<file path="src/inc/serial_tunnel_consts.vh">
`ifndef SERIAL_TUNNEL_CONSTS_VH
`define SERIAL_TUNNEL_CONSTS_VH
// Register byte offsets
`define REG_CTRL 8'h00
`define REG_BAUD 8'h04
`define REG_LATENCY 8'h08
`define REG_TXDELAY 8'h0C
`define REG_IDLE 8'h10
`define REG_SYNC1 8'h14
`define REG_SYNC2 8'h18
`define REG_HSDELAY 8'h1C
`define REG_RXCNT 8'h20
`define REG_TXCNT 8'h24
`define REG_STATUS 8'h28
// Control field positions
`define CTRL_PORT_EN 0
`define CTRL_BITSTREAM 1
`define CTRL_FRAME 2
`define CTRL_P2P 3
`define CTRL_REMOTE 4
`define CTRL_RTSCTS 5
`define CTRL_DTRDSR 6
`define CTRL_CNT_CLR 7
`define CTRL_PAR_LO 8
`define CTRL_PAR_HI 9
`define CTRL_STOP2 10
`define CTRL_NB_LO 11
`define CTRL_NB_HI 12
`define CTRL_MASK 16'h1F7F
// Parity encodings
`define PAR_ODD 2'h1
`define PAR_EVEN 2'h2
// Reset values
`define RST_CTRL 16'h1800
`define RST_BAUD 16'h0411
`define RST_LATENCY 16'h000A
`define RST_TXDELAY 16'h0000
`define RST_IDLE 16'h001E
`define RST_SYNC1 16'h0010
`define RST_SYNC2 16'h0010
`define RST_HSDELAY 16'h0000
// Timing
`define CLK_HZ 10000000
`define MS_PER_S 1000
// Clock cycles per millisecond at 10 MHz
`define MS_CYCLES 16'h2710
`endif

</file>
<file path="src/rtl/serial_tunnel_port_processor.v">
// Added by the designer: register access over Wishbone and the address map.
`include "serial_tunnel_consts.vh"
`timescale 1ns/1ps
`default_nettype none
module serial_tunnel_port_processor #(
    parameter [15:0] CYC_PER_MS = `MS_CYCLES
) (
    // Clock and reset
    input wire clk_i,
    input wire arst_n_i,
    // Wishbone slave
    input wire wb_cyc_i,
    input wire wb_stb_i,
    input wire wb_we_i,
    input wire [7:0] wb_adr_i,
    input wire [3:0] wb_sel_i,
    input wire [31:0] wb_dat_i,
    output reg [31:0] wb_dat_o,
    output reg wb_ack_o,
    // Serial line
    input wire rxd_i,
    output reg txd_o,
    input wire rts_i,
    output reg cts_o,
    input wire dtr_i,
    output reg dsr_o,
    output reg dcd_o,
    // Peer request
    input wire link_req_i,
    output reg link_req_o,
    // Received packet stream
    output reg [7:0] pkt_data_o,
    output reg pkt_valid_o,
    output reg pkt_end_o,
    // Transmit byte stream
    input wire [7:0] tx_data_i,
    input wire tx_valid_i,
    input wire tx_last_i,
    output reg tx_ready_o
);
    localparam RX_IDLE = 3'h0;
    localparam RX_START = 3'h1;
    localparam RX_DATA = 3'h2;
    localparam RX_PAR = 3'h3;
    localparam RX_STOP = 3'h4;
    localparam TX_IDLE = 3'h0;
    localparam TX_HOLD = 3'h1;
    localparam TX_START = 3'h2;
    localparam TX_DATA = 3'h3;
    localparam TX_PAR = 3'h4;
    localparam TX_STOP = 3'h5;

    function [15:0] wr16;
        input [15:0] old;
        input [31:0] d;
        input [3:0] sel;
        begin
            wr16 = {sel[1] ? d[15:8] : old[15:8], sel[0] ? d[7:0] : old[7:0]};
        end
    endfunction

    function [7:0] nb_mask;
        input [1:0] nb;
        begin
            case (nb)
                2'h0: nb_mask = 8'h1F;
                2'h1: nb_mask = 8'h3F;
                2'h2: nb_mask = 8'h7F;
                default: nb_mask = 8'hFF;
            endcase
        end
    endfunction

    // ---------------------------------------------------------------
    // Register file
    // ---------------------------------------------------------------
    reg [15:0] ctrl_ff, baud_ff, lat_ff, txdly_ff, idle_ff, sync1_ff, sync2_ff, hsdly_ff;
    reg [15:0] rxcnt_ff, txcnt_ff;
    wire [7:0] adr = {wb_adr_i[7:2], 2'h0};
    wire wb_req = wb_cyc_i & wb_stb_i & ~wb_ack_o;
    wire wb_wr = wb_req & wb_we_i;
    wire cnt_clr = wb_wr & (adr == `REG_CTRL) & wb_sel_i[0] & wb_dat_i[`CTRL_CNT_CLR];
    wire port_en = ctrl_ff[`CTRL_PORT_EN];
    wire bs_mode = ctrl_ff[`CTRL_BITSTREAM];
    wire frame_mode = ctrl_ff[`CTRL_FRAME] & ~bs_mode;
    wire [1:0] par_sel = ctrl_ff[`CTRL_PAR_HI:`CTRL_PAR_LO];
    wire par_en = (par_sel == `PAR_ODD) | (par_sel == `PAR_EVEN);
    wire [1:0] nb_sel = ctrl_ff[`CTRL_NB_HI:`CTRL_NB_LO];
    wire [3:0] nbits = {2'h0, nb_sel} + 4'h5;
    reg [2:0] rx_st_ff, tx_st_ff;
    reg pkt_open_ff, hs_grant_ff;
    reg [31:0] nxt_dat;

    always @* begin
        nxt_dat = 32'h0;
        case (adr)
            `REG_CTRL: nxt_dat = {16'h0, ctrl_ff};
            `REG_BAUD: nxt_dat = {16'h0, baud_ff};
            `REG_LATENCY: nxt_dat = {16'h0, lat_ff};
            `REG_TXDELAY: nxt_dat = {16'h0, txdly_ff};
            `REG_IDLE: nxt_dat = {16'h0, idle_ff};
            `REG_SYNC1: nxt_dat = {16'h0, sync1_ff};
            `REG_SYNC2: nxt_dat = {16'h0, sync2_ff};
            `REG_HSDELAY: nxt_dat = {16'h0, hsdly_ff};
            `REG_RXCNT: nxt_dat = {16'h0, rxcnt_ff};
            `REG_TXCNT: nxt_dat = {16'h0, txcnt_ff};
            `REG_STATUS: nxt_dat = {26'h0, hs_grant_ff, pkt_open_ff, tx_st_ff != TX_IDLE,
                rx_st_ff != RX_IDLE, txd_o, 1'b0};
            default: nxt_dat = 32'h0;
        endcase
    end

    always @(posedge clk_i or negedge arst_n_i) begin
        if (!arst_n_i) begin
            ctrl_ff <= `RST_CTRL;
            baud_ff <= `RST_BAUD;
            lat_ff <= `RST_LATENCY;
            txdly_ff <= `RST_TXDELAY;
            idle_ff <= `RST_IDLE;
            sync1_ff <= `RST_SYNC1;
            sync2_ff <= `RST_SYNC2;
            hsdly_ff <= `RST_HSDELAY;
            wb_ack_o <= 1'b0;
            wb_dat_o <= 32'h0;
        end else begin
            wb_ack_o <= wb_req;
            wb_dat_o <= wb_req & ~wb_we_i ? nxt_dat : 32'h0;
            if (wb_wr) begin
                case (adr)
                    `REG_CTRL: ctrl_ff <= wr16(ctrl_ff, wb_dat_i, wb_sel_i) & `CTRL_MASK;
                    `REG_BAUD: baud_ff <= wr16(baud_ff, wb_dat_i, wb_sel_i);
                    `REG_LATENCY: lat_ff <= wr16(lat_ff, wb_dat_i, wb_sel_i);
                    `REG_TXDELAY: txdly_ff <= wr16(txdly_ff, wb_dat_i, wb_sel_i);
                    `REG_IDLE: idle_ff <= wr16(idle_ff, wb_dat_i, wb_sel_i);
                    `REG_SYNC1: sync1_ff <= wr16(sync1_ff, wb_dat_i, wb_sel_i);
                    `REG_SYNC2: sync2_ff <= wr16(sync2_ff, wb_dat_i, wb_sel_i);
                    `REG_HSDELAY: hsdly_ff <= wr16(hsdly_ff, wb_dat_i, wb_sel_i);
                    default: ;
                endcase
            end
        end
    end

    // ---------------------------------------------------------------
    // Input synchronisers and bit tick
    // ---------------------------------------------------------------
    reg [3:0] s1_ff, s2_ff;
    reg [15:0] baud_cnt_ff;
    reg bit_tick_ff;
    wire rxd_s = s2_ff[0];
    wire rts_s = s2_ff[1];
    wire dtr_s = s2_ff[2];
    wire link_s = s2_ff[3];

    always @(posedge clk_i or negedge arst_n_i) begin
        if (!arst_n_i) begin
            s1_ff <= 4'h1;
            s2_ff <= 4'h1;
            baud_cnt_ff <= 16'h0;
            bit_tick_ff <= 1'b0;
        end else begin
            s1_ff <= {link_req_i, dtr_i, rts_i, rxd_i};
            s2_ff <= s1_ff;
            bit_tick_ff <= (baud_cnt_ff == 16'h0);
            // New divisor takes effect at once
            if (wb_wr & (adr == `REG_BAUD)) begin
                baud_cnt_ff <= 16'h0;
            end else begin
                baud_cnt_ff <= (baud_cnt_ff == 16'h0) ? baud_ff - 16'h1 : baud_cnt_ff - 16'h1;
            end
        end
    end

    // ---------------------------------------------------------------
    // Handshake lines
    // ---------------------------------------------------------------
    reg [15:0] hs_cnt_ff;
    wire p2p = ctrl_ff[`CTRL_P2P];
    wire rtscts_act = p2p & ctrl_ff[`CTRL_RTSCTS];
    wire dtrdsr_act = p2p & ctrl_ff[`CTRL_DTRDSR] & ~ctrl_ff[`CTRL_RTSCTS];
    wire hs_req = rtscts_act ? rts_s : (dtrdsr_act & dtr_s);
    wire rx_gate = ~(rtscts_act | dtrdsr_act) | hs_grant_ff;

    always @(posedge clk_i or negedge arst_n_i) begin
        if (!arst_n_i) begin
            hs_cnt_ff <= 16'h0;
            hs_grant_ff <= 1'b0;
            cts_o <= 1'b0;
            dsr_o <= 1'b0;
            dcd_o <= 1'b0;
            link_req_o <= 1'b0;
        end else begin
            if (!hs_req) begin
                hs_cnt_ff <= hsdly_ff;
                hs_grant_ff <= 1'b0;
            end else if (!hs_grant_ff) begin
                if (hs_cnt_ff == 16'h0) begin
                    hs_grant_ff <= 1'b1;
                end else if (bit_tick_ff) begin
                    hs_cnt_ff <= hs_cnt_ff - 16'h1;
                end
            end
            cts_o <= rtscts_act & hs_req & hs_grant_ff;
            dsr_o <= dtrdsr_act & hs_req & hs_grant_ff;
            link_req_o <= rtscts_act & rts_s & (ctrl_ff[`CTRL_REMOTE] | hs_grant_ff);
            dcd_o <= p2p & ~ctrl_ff[`CTRL_DTRDSR] & link_s;
        end
    end

    // ---------------------------------------------------------------
    // Receive path
    // ---------------------------------------------------------------
    reg [15:0] rx_cnt_ff, ones_ff, idle_cnt_ff, ms_cnt_ff, ms_el_ff;
    reg [3:0] rx_idx_ff;
    reg [7:0] rx_sh_ff;
    reg bs_open_ff;
    reg rx_stb;
    reg [7:0] rx_byte;
    reg bs_end;

    always @* begin
        rx_stb = 1'b0;
        rx_byte = 8'h0;
        bs_end = 1'b0;
        if (port_en & bs_mode & bit_tick_ff) begin
            if (rx_idx_ff == 4'h7) begin
                rx_stb = 1'b1;
                rx_byte = {rxd_s, rx_sh_ff[7:1]};
            end
            bs_end = rxd_s & bs_open_ff & (ones_ff + 16'h1 >= sync2_ff);
        end else if (rx_st_ff == RX_STOP && rx_cnt_ff == 16'h0) begin
            rx_stb = 1'b1;
            rx_byte = (rx_sh_ff >> (4'h8 - nbits)) & nb_mask(nb_sel);
        end
    end

    wire byte_out = rx_stb & rx_gate;
    wire lat_close = ~frame_mode & (ms_el_ff >= {1'b0, lat_ff[15:1]});
    wire idle_close = frame_mode & (idle_cnt_ff >= idle_ff);
    wire close = pkt_open_ff & ~byte_out & (bs_end | lat_close | idle_close);

    always @(posedge clk_i or negedge arst_n_i) begin
        if (!arst_n_i) begin
            rx_st_ff <= RX_IDLE;
            rx_cnt_ff <= 16'h0;
            rx_idx_ff <= 4'h0;
            rx_sh_ff <= 8'h0;
            ones_ff <= 16'h0;
            bs_open_ff <= 1'b0;
        end else if (!port_en) begin
            rx_st_ff <= RX_IDLE;
            rx_idx_ff <= 4'h0;
            ones_ff <= 16'h0;
            bs_open_ff <= 1'b0;
        end else if (bs_mode) begin
            rx_st_ff <= RX_IDLE;
            if (bit_tick_ff) begin
                rx_sh_ff <= {rxd_s, rx_sh_ff[7:1]};
                rx_idx_ff <= bs_end ? 4'h0 : {1'b0, rx_idx_ff[2:0] + 3'h1};
                ones_ff <= rxd_s ? ones_ff + 16'h1 : 16'h0;
                bs_open_ff <= bs_end ? 1'b0 : (bs_open_ff | ~rxd_s);
            end
        end else begin
            case (rx_st_ff)
                RX_IDLE: begin
                    if (!rxd_s) begin
                        rx_cnt_ff <= {1'b0, baud_ff[15:1]};
                        rx_st_ff <= RX_START;
                    end
                end
                RX_START: begin
                    if (rx_cnt_ff == 16'h0) begin
                        rx_cnt_ff <= baud_ff - 16'h1;
                        rx_idx_ff <= 4'h0;
                        rx_st_ff <= rxd_s ? RX_IDLE : RX_DATA;
                    end else begin
                        rx_cnt_ff <= rx_cnt_ff - 16'h1;
                    end
                end
                RX_DATA, RX_PAR: begin
                    if (rx_cnt_ff == 16'h0) begin
                        rx_cnt_ff <= baud_ff - 16'h1;
                        if (rx_st_ff == RX_PAR) begin
                            rx_st_ff <= RX_STOP;
                        end else begin
                            rx_sh_ff <= {rxd_s, rx_sh_ff[7:1]};
                            rx_idx_ff <= rx_idx_ff + 4'h1;
                            if (rx_idx_ff == nbits - 4'h1) begin
                                rx_st_ff <= par_en ? RX_PAR : RX_STOP;
                            end
                        end
                    end else begin
                        rx_cnt_ff <= rx_cnt_ff - 16'h1;
                    end
                end
                RX_STOP: begin
                    if (rx_cnt_ff == 16'h0) begin
                        rx_st_ff <= RX_IDLE;
                    end else begin
                        rx_cnt_ff <= rx_cnt_ff - 16'h1;
                    end
                end
                default: rx_st_ff <= RX_IDLE;
            endcase
        end
    end

    // Packet window, silence and counters
    always @(posedge clk_i or negedge arst_n_i) begin
        if (!arst_n_i) begin
            pkt_open_ff <= 1'b0;
            pkt_valid_o <= 1'b0;
            pkt_end_o <= 1'b0;
            pkt_data_o <= 8'h0;
            idle_cnt_ff <= 16'h0;
            ms_cnt_ff <= 16'h0;
            ms_el_ff <= 16'h0;
            rxcnt_ff <= 16'h0;
        end else begin
            pkt_valid_o <= byte_out;
            pkt_end_o <= close;
            if (byte_out) begin
                pkt_data_o <= rx_byte;
            end
            if (byte_out) begin
                pkt_open_ff <= 1'b1;
            end else if (close) begin
                pkt_open_ff <= 1'b0;
            end
            if (byte_out | rx_st_ff != RX_IDLE | ~rxd_s) begin
                idle_cnt_ff <= 16'h0;
            end else if (bit_tick_ff & (idle_cnt_ff != 16'hFFFF)) begin
                idle_cnt_ff <= idle_cnt_ff + 16'h1;
            end
            if (~pkt_open_ff) begin
                // First byte cycle counts as part of the window
                ms_cnt_ff <= {15'h0, byte_out};
                ms_el_ff <= 16'h0;
            end else if (ms_cnt_ff == CYC_PER_MS - 16'h1) begin
                ms_cnt_ff <= 16'h0;
                ms_el_ff <= ms_el_ff + 16'h1;
            end else begin
                ms_cnt_ff <= ms_cnt_ff + 16'h1;
            end
            rxcnt_ff <= (cnt_clr ? 16'h0 : rxcnt_ff) + {15'h0, byte_out};
        end
    end

    // ---------------------------------------------------------------
    // Transmit path
    // ---------------------------------------------------------------
    reg [15:0] hold_ff;
    reg [7:0] tx_sh_ff;
    reg [3:0] tx_idx_ff;
    reg tx_par_ff, tx_last_ff, stop2_ff, first_ff, msg_start_ff, gap_ff;
    wire tx_take = tx_st_ff == TX_IDLE & tx_ready_o & tx_valid_i;
    wire [7:0] tx_masked = tx_data_i & nb_mask(nb_sel);
    reg [15:0] nxt_hold;

    always @* begin
        nxt_hold = 16'h0;
        if (bs_mode) begin
            nxt_hold = msg_start_ff ? sync1_ff : 16'h0;
        end else if (first_ff) begin
            nxt_hold = txdly_ff;
        end else if (frame_mode & gap_ff) begin
            nxt_hold = idle_ff;
        end
    end

    always @(posedge clk_i or negedge arst_n_i) begin
        if (!arst_n_i) begin
            tx_st_ff <= TX_IDLE;
            txd_o <= 1'b1;
            tx_ready_o <= 1'b0;
            hold_ff <= 16'h0;
            tx_sh_ff <= 8'h0;
            tx_idx_ff <= 4'h0;
            tx_par_ff <= 1'b0;
            tx_last_ff <= 1'b0;
            stop2_ff <= 1'b0;
            first_ff <= 1'b1;
            msg_start_ff <= 1'b1;
            gap_ff <= 1'b0;
            txcnt_ff <= 16'h0;
        end else begin
            txcnt_ff <= cnt_clr ? 16'h0 : txcnt_ff;
            if (!port_en) begin
                tx_st_ff <= TX_IDLE;
                txd_o <= 1'b1;
                tx_ready_o <= 1'b0;
                first_ff <= 1'b1;
                msg_start_ff <= 1'b1;
                gap_ff <= 1'b0;
            end else begin
                case (tx_st_ff)
                    TX_IDLE: begin
                        txd_o <= 1'b1;
                        tx_ready_o <= ~tx_take;
                        if (tx_take) begin
                            tx_sh_ff <= bs_mode ? tx_data_i : tx_masked;
                            tx_par_ff <= ^tx_masked ^ (par_sel == `PAR_ODD);
                            tx_last_ff <= tx_last_i;
                            hold_ff <= nxt_hold;
                            first_ff <= 1'b0;
                            msg_start_ff <= 1'b0;
                            gap_ff <= 1'b0;
                            tx_st_ff <= TX_HOLD;
                        end
                    end
                    TX_HOLD: begin
                        if (bit_tick_ff) begin
                            if (hold_ff != 16'h0) begin
                                hold_ff <= hold_ff - 16'h1;
                            end else if (bs_mode) begin
                                txd_o <= tx_sh_ff[0];
                                tx_sh_ff <= {1'b0, tx_sh_ff[7:1]};
                                tx_idx_ff <= 4'h1;
                                tx_st_ff <= TX_DATA;
                            end else begin
                                txd_o <= 1'b0;
                                tx_st_ff <= TX_START;
                            end
                        end
                    end
                    TX_START: begin
                        if (bit_tick_ff) begin
                            txd_o <= tx_sh_ff[0];
                            tx_sh_ff <= {1'b0, tx_sh_ff[7:1]};
                            tx_idx_ff <= 4'h1;
                            tx_st_ff <= TX_DATA;
                        end
                    end
                    TX_DATA: begin
                        if (bit_tick_ff) begin
                            if (tx_idx_ff == (bs_mode ? 4'h8 : nbits)) begin
                                txd_o <= (par_en & ~bs_mode) ? tx_par_ff : 1'b1;
                                stop2_ff <= ctrl_ff[`CTRL_STOP2];
                                tx_st_ff <= (par_en & ~bs_mode) ? TX_PAR : TX_STOP;
                            end else begin
                                txd_o <= tx_sh_ff[0];
                                tx_sh_ff <= {1'b0, tx_sh_ff[7:1]};
                                tx_idx_ff <= tx_idx_ff + 4'h1;
                            end
                        end
                    end
                    TX_PAR: begin
                        if (bit_tick_ff) begin
                            txd_o <= 1'b1;
                            tx_st_ff <= TX_STOP;
                        end
                    end
                    TX_STOP: begin
                        if (bit_tick_ff) begin
                            if (stop2_ff & ~bs_mode) begin
                                stop2_ff <= 1'b0;
                            end else begin
                                txd_o <= 1'b1;
                                tx_ready_o <= 1'b1;
                                gap_ff <= tx_last_ff;
                                msg_start_ff <= tx_last_ff;
                                txcnt_ff <= (cnt_clr ? 16'h0 : txcnt_ff) + 16'h1;
                                tx_st_ff <= TX_IDLE;
                            end
                        end
                    end
                    default: tx_st_ff <= TX_IDLE;
                endcase
            end
        end
    end
endmodule
`default_nettype wire

</file>
<file path="config.mk">
export PLATFORM = sky130hd
export DESIGN_NAME = serial_tunnel_port_processor
export DESIGN_NICKNAME = d
export VERILOG_FILES = /design/src/rtl/serial_tunnel_port_processor.v
export VERILOG_INCLUDE_DIRS = /design/src /design/src/inc
export SDC_FILE = /design/constraint.sdc
export NUM_CORES = 1
export LEC_CHECK = 0
export BUFFER_PORTS_ARGS = -buffer_cell sky130_fd_sc_hd__buf_4
export CAP_MARGIN = 10
export CORE_MARGIN = 4
export CORE_UTILIZATION = 25
export CTS_BUF_LIST = sky130_fd_sc_hd__clkbuf_8
export CTS_CLUSTER_SIZE = 14
export DETAILED_ROUTE_END_ITERATION = 12
export PLACE_DENSITY = 0.47
export SLEW_MARGIN = 15
export SYNTH_ARGS = -nofsm -noshare
export SYNTH_HDL_FRONTEND = slang
export SYNTH_SLANG_ARGS = --single-unit
</file>
<file path="constraint.sdc">
create_clock -name clk_i -period 10.05 [get_ports clk_i]
set_input_delay 0.5025 -clock clk_i [delete_from_list [all_inputs] [get_ports clk_i]]
set_output_delay 0.5025 -clock clk_i [all_outputs]
set_load 0.005 [all_outputs]
</file>
# Word-level counts from Yosys, hierarchy flattened
# Index checks and enable logic that the tools add are counted.
[totals] reg_bits=381 latch_bits=0 ram_bits=0 romBits=0 in_bits=63 out_inout_bits=49 word_cells=396 memories=0
[op_classes] add_sub_neg=17 multipliers=0 n_div=0 n_lt_le_gt_ge=3 eq_ne=70 shifts=1 muxes=137 n_bitwise=58 reduce_logical=55
[op_table] op="2-to-1 mux 16 bit" count=32
[op_table] op="case mux 16 bit (11 select lines)" count=1
[op_table] op="2-to-1 mux 8 bit" count=18
[op_table] op="adder 16 x 1 -> 16 bit (second input constant)" count=5
[op_table] op="subtractor 16 x 1 -> 16 bit (second input constant)" count=5
[op_table] op="2-to-1 mux 3 bit" count=20
[op_table] op="AND reduction 3 bit" count=19
[op_table] op="2-to-1 mux 4 bit" count=13
[op_table] op="zero test 16 bit" count=3
[op_table] op="case mux 16 bit (3 select lines)" count=1
[op_table] op="2-to-1 mux 1 bit" count=39
[op_table] op="bitwise AND 1 bit" count=36
[op_table] op="inequality test 2 bit (second input constant)" count=17
[op_table] op=">= comparator 16 bit" count=2
[op_table] op="2-to-1 mux 32 bit" count=1
[op_table] op="case mux 16 bit (2 select lines)" count=1
[op_table] op="case mux 8 bit (4 select lines)" count=1
[op_table] op="inequality test 3 bit (second input constant)" count=9
[op_table] op="AND reduction 5 bit" count=5
[op_table] op="equality test 6 x 3 -> 1 bit (second input constant)" count=4
[op_table] op="case mux 8 bit (3 select lines)" count=1
[op_table] op="equality test 6 x 4 -> 1 bit (second input constant)" count=3
[op_table] op="case mux 3 bit (6 select lines)" count=1
[op_table] op="AND reduction 9 bit" count=2
[op_table] op="other kinds (52)" count=102

# Longest topological paths before layout
# Gate-level depths: netlist of the first run.
[logic_depth] ltp_word=12 mapped_depth=15 mapped_depth_nobuf=14

# Least setup slack after synthesis of the first run
# Ideal clock, no wire load.
[synth_timing] kind="register to register" startpoint="reg ones_ff[0]" endpoint="reg pkt_open_ff" setup_ns=0.065 arrival_ns=3.174 t_required_ns=9.985 path_slack_ns=6.811 path_stages_with_launch=15 path_buffers=1 synth_period_minus_slack_ns=3.239 path_cell_list="dfrtp_1 -> ha_1 -> nand3_1 -> or2_2 -> clkbuf_1 -> nor3_1 -> nand3_1 -> xnor2_1 -> ha_1 -> and4_1 -> nand3_1 -> o22ai_1 -> a21o_1 -> a2111oi_0 -> a21o_1"
[synth_via] elab_chain_cells=8
[synth_rtl] item="from (decl)" line="serial_tunnel_port_processor.v:213" text="reg [15:0] rx_cnt_ff, ones_ff, idle_cnt_ff, ms_cnt_ff, ms_el_ff;"
[synth_rtl] item="from (signal assigned)" line="serial_tunnel_port_processor.v:260" text="ones_ff <= rxd_s ? ones_ff + 16'h1 : 16'h0;"
[synth_rtl] item="adder 16 x 1 -> 16 bit" line="serial_tunnel_port_processor.v:230" text="bs_end = rxd_s & bs_open_ff & (ones_ff + 16'h1 >= sync2_ff);"
[synth_rtl] item=">= comparator 16 bit" line="serial_tunnel_port_processor.v:230"
[synth_rtl] item="bitwise AND 1 bit" line="serial_tunnel_port_processor.v:230"
[synth_rtl] item="2-to-1 mux 1 bit" line="serial_tunnel_port_processor.v:225" text="if (port_en & bs_mode & bit_tick_ff) begin"
[synth_rtl] item="bitwise OR 1 bit (2 in a row)" line="serial_tunnel_port_processor.v:240" text="wire close = pkt_open_ff & ~byte_out & (bs_end | lat_close | idle_close);"
[synth_rtl] item="bitwise AND 1 bit" line="serial_tunnel_port_processor.v:240"
[synth_rtl] item="nonzero test 2 bit (no line)"
[synth_rtl] item="to (signal assigned)" line="serial_tunnel_port_processor.v:311" text="pkt_open_ff <= 1'b0;"
[synth_rtl] item="to (signal assigned)" line="serial_tunnel_port_processor.v:326" text="pkt_open_ff <= 1'b1;"
[synth_rtl] item="to (signal assigned)" line="serial_tunnel_port_processor.v:328" text="pkt_open_ff <= 1'b0;"
[synth_rtl] item="to (decl)" line="serial_tunnel_port_processor.v:91" text="reg pkt_open_ff, hs_grant_ff;"
# No other way between the ends.
# A chain may end at the register's enable or synchronous reset.

# Worst setup path after layout of the first run
[layout_timing] startpoint="reg bit_tick_ff" endpoint="reg rxcnt_ff[8]"
[layout_via] elab_chain_cells=4
[layout_rtl] item="from (decl)" line="serial_tunnel_port_processor.v:149" text="reg bit_tick_ff;"
[layout_rtl] item="from (signal assigned)" line="serial_tunnel_port_processor.v:164" text="bit_tick_ff <= (baud_cnt_ff == 16'h0);"
[layout_rtl] item="bitwise AND 1 bit" line="serial_tunnel_port_processor.v:225"
[layout_rtl] item="2-to-1 mux 1 bit" line="serial_tunnel_port_processor.v:225"
[layout_rtl] item="bitwise AND 1 bit" line="serial_tunnel_port_processor.v:237" text="wire byte_out = rx_stb & rx_gate;"
[layout_rtl] item="named net byte_out" line="serial_tunnel_port_processor.v:237"
[layout_rtl] item="adder 16 x 1 -> 16 bit" line="serial_tunnel_port_processor.v:345" text="rxcnt_ff <= (cnt_clr ? 16'h0 : rxcnt_ff) + {15'h0, byte_out};"
[layout_rtl] item="to (signal assigned)" line="serial_tunnel_port_processor.v:345"
[layout_rtl] item="to (decl)" line="serial_tunnel_port_processor.v:78" text="reg [15:0] rxcnt_ff, txcnt_ff;"
# The timed path passes the listed nets, and every way through them passes these cells.

==> results of run 1 <==
[through the flow]
step                      instance area, sq um  hold WS, ns  total power, mW    util
after detailed placement                 21790       0.3355            2.490  0.2714
final                                    23380      0.08336            4.055  0.2912
after floorplan                          20280       0.2069            2.234       -
after global routing                     23370      0.04172            4.270  0.2911
after CTS                                23360      0.02411            4.110  0.2910
after global placement                   21790       0.3361            2.471  0.2714
[worst max path at each step]
stage | start | end | slack, ns | cells after the start
3_5_place_dp | bit_tick_ff | rxcnt_ff[8] | 5.70 | 13
6_report | bit_tick_ff | rxcnt_ff[8] | 5.60 | 13
5_1_grt | bit_tick_ff | rxcnt_ff[8] | 5.25 | 13
4_1_cts | bit_tick_ff | rxcnt_ff[8] | 5.65 | 13
2_1_floorplan | ones_ff[0] | pkt_open_ff | 6.81 | 14
3_3_place_gp | bit_tick_ff | rxcnt_ff[8] | 5.69 | 13
[synthesized netlist by cell type (59+ instances only)]
cell      instances  area share
xnor2_1          75       0.032
nand3_1          61       0.015
nor2_1          174       0.032
mux2_2          134       0.075
a21oi_1          60       0.015
clkbuf_1         59       0.011
xor2_1           59       0.026
dfrtp_1         347        0.43
ha_1             68       0.042
inv_1            81       0.015
o21ai_0         113       0.028
nand2_1         196       0.036
[placed cells by master (no fill, tap or decap), types with 10 or more instances in the layout]
cell type    n
nor4_1      13
buf_4       89
xnor2_1     74
mux2_2     134
xor2_1      59
a22o_1      35
o211ai_1    10
a31oi_1     20
a21oi_1     60
or4_1       12
nand2_1    196
a22oi_1     47
or3_1       17
clkbuf_8    97
o21ai_0    113
dfrtp_1    347
dfstp_2     18
nand2b_1    20
nand4_1     23
inv_1       99
ha_1        68
nor3_1      37
and3_1      28
nand3_1     61
nor2_1     174
a211oi_1    22
conb_1      16
a221oi_1    28
and2_1      10
[logic make-up after synthesis]
logic type | count (synthesis)
xor+xnor | 134
other cells | 1
mux | 154
compound gates | 436
flops | 365
fa+ha+maj | 68
buf+inv | 188
simple gates | 674
[routing by layer]
layer / track usage / share of wire
met2: 0.2266 / 0.45
met4: 0.05238 / 0.034
met3: 0.03275 / 0.062
met1: 0.2024 / 0.46
met5: 0 / 0
[final cells by class]
class / count / share of cell area
Clock buffer: 97 / 0.05710
Antenna cell: 3 / 0.0003211
Timing Repair Buffer: 95 / 0.03136
Inverter: 83 / 0.01333
Tap cell: 1060 / 0.05673
Sequential cell: 365 / 0.3916
Multi-Input combinational cell: 1482 / 0.4415
Clock inverter: 30 / 0.008081
[power by group through the flow]
stage / combinational [mW] / clock, mW / sequential, mW
2_1_floorplan: 0.562 / 0 / 1.67
3_3_place_gp: 0.747 / 0 / 1.72
3_5_place_dp: 0.761 / 0 / 1.73
4_1_cts: 0.766 / 1.64 / 1.70
5_1_grt: 0.842 / 1.71 / 1.72
6_report: 0.761 / 1.59 / 1.71
[what timing repair did]
action                                 4_1_cts  5_1_grt
endpoints found under the hold margin       12        0
hold buffers                                 5        0
setup endpoints to repair                    0        0
==> results.ini, run 1 <==
[run_status]
status = complete, no violations

[die]
ios = 112
die_w_microns = 292.4
row_count = 104
die_y_microns = 292.4
start_util = 0.2519
dieArea_sq_um = 85510
coreArea_sq_um = 80290

[power_and_ir_drop]
switching_share = 0.3161
intPower_mw = 2.773
combinationalPowerShare = 0.188
p_seq_frac = 0.421
cellPowerDensity_nw_per_um2 = 173.4
power.leakage_nw = 10.19
ir_drop_mv = 0.09064
clock_power_share = 0.391
p_switching_mw = 1.282

[finish]
ff_latch_area_sq_um = 9156
drive_above_1_share = 0.1952
fillers = 8363
instances_no_fill = 3215
synthToLayoutAreaGrowth_pct = 15.61
multi_input_area_sq_um = 10320
nets = 2228

[detailed_routing]
drtIter0Drc = 1370
firstDrtPassIters = 8
drt-total-wl_microns = 63640
wire_per_inst_microns = 19.79
vias = 16130
drcViolationCount = 0
viasPerCell = 5.016
drtAntennaViolNets = 0

[yosys]
yosys.area_share.adder = 0.04207
synth_xor_area_frac = 0.05803
synth_top_family_by_area = simple AND/OR/NAND/NOR gates
ys_types = 101
yosys.area_share.simple = 0.1669
postSynth.asyncResetShare = 1.000
ys_ff_latch = 365
ys_seq_area_frac = 0.4528
synth.avg_cell_area_sq_um = 10.01
synth_area_sq_um = 20220
synth_compound_area_frac = 0.1498
synth_warnings = 0
synthMuxAreaShare = 0.08959
synthCells = 2020
synth_flop_cell = dfrtp_1
synth_edf_count = 0

[sta]
relSlewSlack = 0.2704
rsz0062_at_grt = no
slew_violations = 0
final_hold_viol_count = 0
fin_skew_ns = 0.04614
min_period_ns = 4.455
clock.fmax_mhz = 224.5
finalSetupViolations = 0
fin_tns_setup_ns = 0
finalCritPeriodShare = 0.4433
setup_slack_ns = 5.595
worstMarginPinSlew_ns = 1.067

[critical_path]
crit_required_ns = 10.53
reg2reg_depth = 13
worst_setup_path_end_kind = flop
r2r-start = bit_tick_ff
cp_max_fo = 20
cp-start-kind = flop
slowest_delay_ns = 0.89
slowest_stage = nor3_1
critPathKind = reg -> reg
r2r-end = rxcnt_ff[8]
crit_family = simple AND/OR/NAND/NOR gates
worst-path-buf-inv = 4
arrival_ns = 4.93
rrSetupSlack_ns = 5.60
crit_chain = buf_4 -> nand3_1 -> nor3_1 -> o21bai_1 -> buf_4 -> inv_1 -> ha_1 -> ha_1 -> inv_1 -> nor2_1 -> nand4_1 -> xor2_1 -> nor2_1

[clock_network]
cts_tree = done
cts_sinks = 365
path_clk_slew_ns = 0.06
cts_buffer_depth = 3
postCtsSetupRepairBufs = 0
cts_buffers = 70
htreeDepth = 3
clock-root-buffer = clkbuf_8
clock_latency_ns = 0.66
cts_resized = 0

[placed_design]
dp_hpwl_microns = 45780
dpl_worst_slack_ns = 5.701
gp_congestion = 0.8656
io_buffer_count = 75
place_inst = 3080

[job]
cap_violations = 0

[hold_path]
worstHoldPathType = in -> reg
hold-path-cell-count = 2
hold_start = tx_last_i
hold_end = tx_last_ff

[grt]
grt_pass1_vias = 16350
grt_pass1_wl_microns = 98460
track_usage = 0.1467
grt_remaining_overflow = 0
antenna_found_initial = 6
grt_max_degree = 124

No activity file was read; power rests on OpenSTA's default activity.
==> inputs of run 2 (changes only) <==
ABC_AREA = 1   (was default)
clock period = 4.6 ns   (was 10.05 ns; I/O delays follow)
==> results.ini, run 2 <==
[run_status]
status = complete, no violations

[die]
coreArea_sq_um = 83420  ; +3.9%
dieArea_sq_um = 88760  ; +3.8%
ios = 112  ; unchanged
die_w_microns = 297.9  ; +1.9%
die_y_microns = 297.9  ; +1.9%
start_util = 0.2519  ; about the same
row_count = 106  ; +1.9%

[power_and_ir_drop]
p_seq_frac = 0.451  ; +0.030
switching_share = 0.2821  ; -0.03396
ir_drop_mv = 0.1509  ; +66%
clock_power_share = 0.446  ; +0.055
p_switching_mw = 2.125  ; +66%
intPower_mw = 5.405  ; +95%
combinationalPowerShare = 0.103  ; -0.085
total_power_mw = 7.530  ; +86%
cellPowerDensity_nw_per_um2 = 309.6  ; +78%
power.leakage_nw = 11.15  ; +9.4%

[clock_network]
cts_sinks = 365  ; unchanged
postCtsSetupRepairBufs = 0  ; unchanged
cts_buffers = 72  ; +2.9%
hold_buffers = 22  ; +17
cts_tree = done
cts_buffer_depth = 3  ; unchanged
cts_resized = 0  ; unchanged
htreeDepth = 3  ; unchanged
path_clk_slew_ns = 0.06  ; about the same
clock-root-buffer = clkbuf_8
clock_latency_ns = 0.69  ; +0.03 ns

[finish]
drive_above_1_share = 0.09367  ; -0.1015
synthToLayoutAreaGrowth_pct = 15.75
fillers = 9026  ; +7.9%
nets = 2969  ; +33%
final_cell_mix = nand2_1, inv_1, dfrtp_1
final_common_cell = nand2_1

[placed_design]
io_buffer_count = 75  ; unchanged
gp_congestion = 0.8742  ; +0.99%
dp_hpwl_microns = 52490  ; +15%

[critical_path]
critPathKind = reg -> reg
cp_max_fo = 20  ; unchanged
slowest_stage = dfrtp_1
cp-start-kind = flop
worst-path-buf-inv = 2  ; -2
crit_family = simple AND/OR/NAND/NOR gates
r2r-start = rx_cnt_ff[0]
slowest_delay_ns = 0.37  ; -0.52 ns
r2r-end = rxcnt_ff[10]
crit_required_ns = 5.14  ; -5.39 ns
rrSetupSlack_ns = 1.44  ; -4.16 ns
reg2reg_depth = 14  ; +1
arrival_ns = 3.70  ; -1.23 ns
startpoint = rx_cnt_ff[0]
worst_setup_path_end_kind = flop
crit_chain = inv_1 -> ha_1 -> nand3_1 -> nor2_2 -> nand4_1 -> nor2_4 -> o21bai_4 -> inv_2 -> ha_1 -> ha_1 -> nand3_1 -> nor2_1 -> nand3_1 -> xor2_1

[sta]
fin_skew_ns = 0.05816  ; +0.01202 ns
holdWs_ns = 0.04306  ; -0.04030 ns
fin_tns_setup_ns = 0  ; unchanged
clock.fmax_mhz = 316.3  ; +41%
min_period_ns = 3.162  ; -1.293 ns
relSlewSlack = 0.3053  ; +0.03493
rsz0062_at_grt = no
worstMarginPinSlew_ns = 1.033  ; -0.03341 ns
slew_violations = 0  ; unchanged
final_hold_viol_count = 0  ; unchanged
finalSetupViolations = 0  ; unchanged
finalCritPeriodShare = 0.6873  ; +0.2441

[detailed_routing]
drt-total-wl_microns = 70370  ; +11%
drtAntennaViolNets = 0  ; unchanged
viasPerCell = 4.679  ; -6.7%
wire_per_inst_microns = 17.71  ; -11%
vias = 18600  ; +15%
drcViolationCount = 0  ; unchanged
drtIter0Drc = 1474  ; +7.6%
firstDrtPassIters = 5  ; -3

[hold_path]
worstHoldPathType = in -> reg
hold_end = txdly_ff[5]
hold-path-cell-count = 3  ; +1
hold_start = wb_dat_i[5]

[grt]
antenna_found_initial = 4  ; -2
grt_pass1_wl_microns = 107800  ; +9.5%
track_usage = 0.1562  ; +0.009520
grt_max_degree = 106  ; -15%
grt_remaining_overflow = 0  ; unchanged
grt_pass1_vias = 17820  ; +9.0%

[yosys]
synth_top_family_by_area = simple AND/OR/NAND/NOR gates
ys_ff_latch = 365  ; unchanged
synthTopCellsByCount = nand2_1, dfrtp_1, inv_1
synthCells = 2725  ; +35%
ys_seq_area_frac = 0.4357  ; -0.01704
synth_compound_area_frac = 0.1568  ; +0.006924
synth_edf_count = 0  ; unchanged
synth.avg_cell_area_sq_um = 7.712  ; -23%
synth_warnings = 0  ; unchanged
synthMuxAreaShare = 0.001548  ; -0.08804
synth_area_leaders = dfrtp_1, nand2_1, o21ai_0
yosys.area_share.adder = 0.04049  ; -0.001583
ys_types = 63  ; -38%
synth_xor_area_frac = 0.04251  ; -0.01552
yosys.area_share.simple = 0.2351  ; +0.06827
synth_top_area_cell = dfrtp_1
postSynth.asyncResetShare = 1.000  ; unchanged
yosysMostFrequentCell = nand2_1
synth_flop_cell = dfrtp_1
synth_area_sq_um = 21010  ; +3.9%
netlist.area_leader.share = 0.4132  ; -0.01616

[job]
cap_violations = 0  ; unchanged

-- run 2: cell count changes after synthesis, sizes merged, moves of 41 or more --
| cell | before | now |
|---|---|---|
| a22oi | 47 | 6 |
| inv | 81 | 362 |
| nand3 | 61 | 149 |
| nand2 | 205 | 623 |
| mux2 | 142 | 2 |
| nor2 | 181 | 241 |
| xnor2 | 75 | 27 |
| a21oi | 60 | 133 |
| o21ai | 117 | 340 |
-- run 2: worst max-delay path by stage --
stage / cells after the start / to / slack [ns]
finish: 14 / rxcnt_ff[10] / 1.44
detailed placement: 14 / rxcnt_ff[10] / 1.39
CTS: 14 / rxcnt_ff[10] / 1.39
floorplan: 15 / rxcnt_ff[10] / 2.06
global route: 16 / pkt_open_ff / 0.96
global placement: 14 / rxcnt_ff[10] / 1.43
-- run 2: through the flow --
step | instance area, sq um | instances | utilization | worst slack (ns)
2_1_floorplan | 21070 | 2740 | - | 2.057
3_3_place_gp | 22650 | 3822 | 0.2715 | 1.427
3_5_place_dp | 22650 | 3822 | 0.2715 | 1.390
4_1_cts | 24320 | 3973 | 0.2916 | 1.386
5_1_grt | 24320 | 3974 | 0.2916 | 0.9593
6_report | 24320 | 3974 | 0.2916 | 1.438
-- run 2: tightest hold or removal path, cell delays in order --
cell     delay [ns]
buf_4          0.09
inv_1          0.17
o21ai_0        0.21
-- run 2: power by group through the flow --
stage / combinational (mW) / clock (mW) / sequential, mW
2_1_floorplan: 0.499 / 0 / 3.43
4_1_cts: 0.782 / 3.48 / 3.40
3_3_place_gp: 0.765 / 0 / 3.45
3_5_place_dp: 0.765 / 0 / 3.45
5_1_grt: 0.886 / 3.65 / 3.41
6_report: 0.773 / 3.36 / 3.40
-- run 2: cell families (layout without fill, tap and decap cells) --
family,count (synthesis),count (layout)
AO/OA/AOI/OAI,592,592
XOR/XNOR,102,102
adder cells (fa/ha/maj),68,68
buffers and inverters,449,602
flip-flops,365,365
multiplexers,3,3
other,1,17
AND/OR/NAND/NOR,1145,1145
-- run 2: routing by layer --
metal  track usage  wire length (microns)
met5             0                      0
met4       0.05168                   1821
met3       0.02492                   3492
met2        0.2403                  30840
met1        0.2237                  34220
-- run 2: area by class of cell --
cell class	instances	area [sq um]	share of cell area
sequential	365	9156	0.3764
clock inverter	38	201.4	0.008281
timing repair buffer	108	910.9	0.03745
multi-input combinational	1926	10070	0.4141
antenna	1	2.502	0.0001029
tap	1080	1351	0.05555
clock buffer	91	1252	0.05149
inverter	365	1378	0.05663
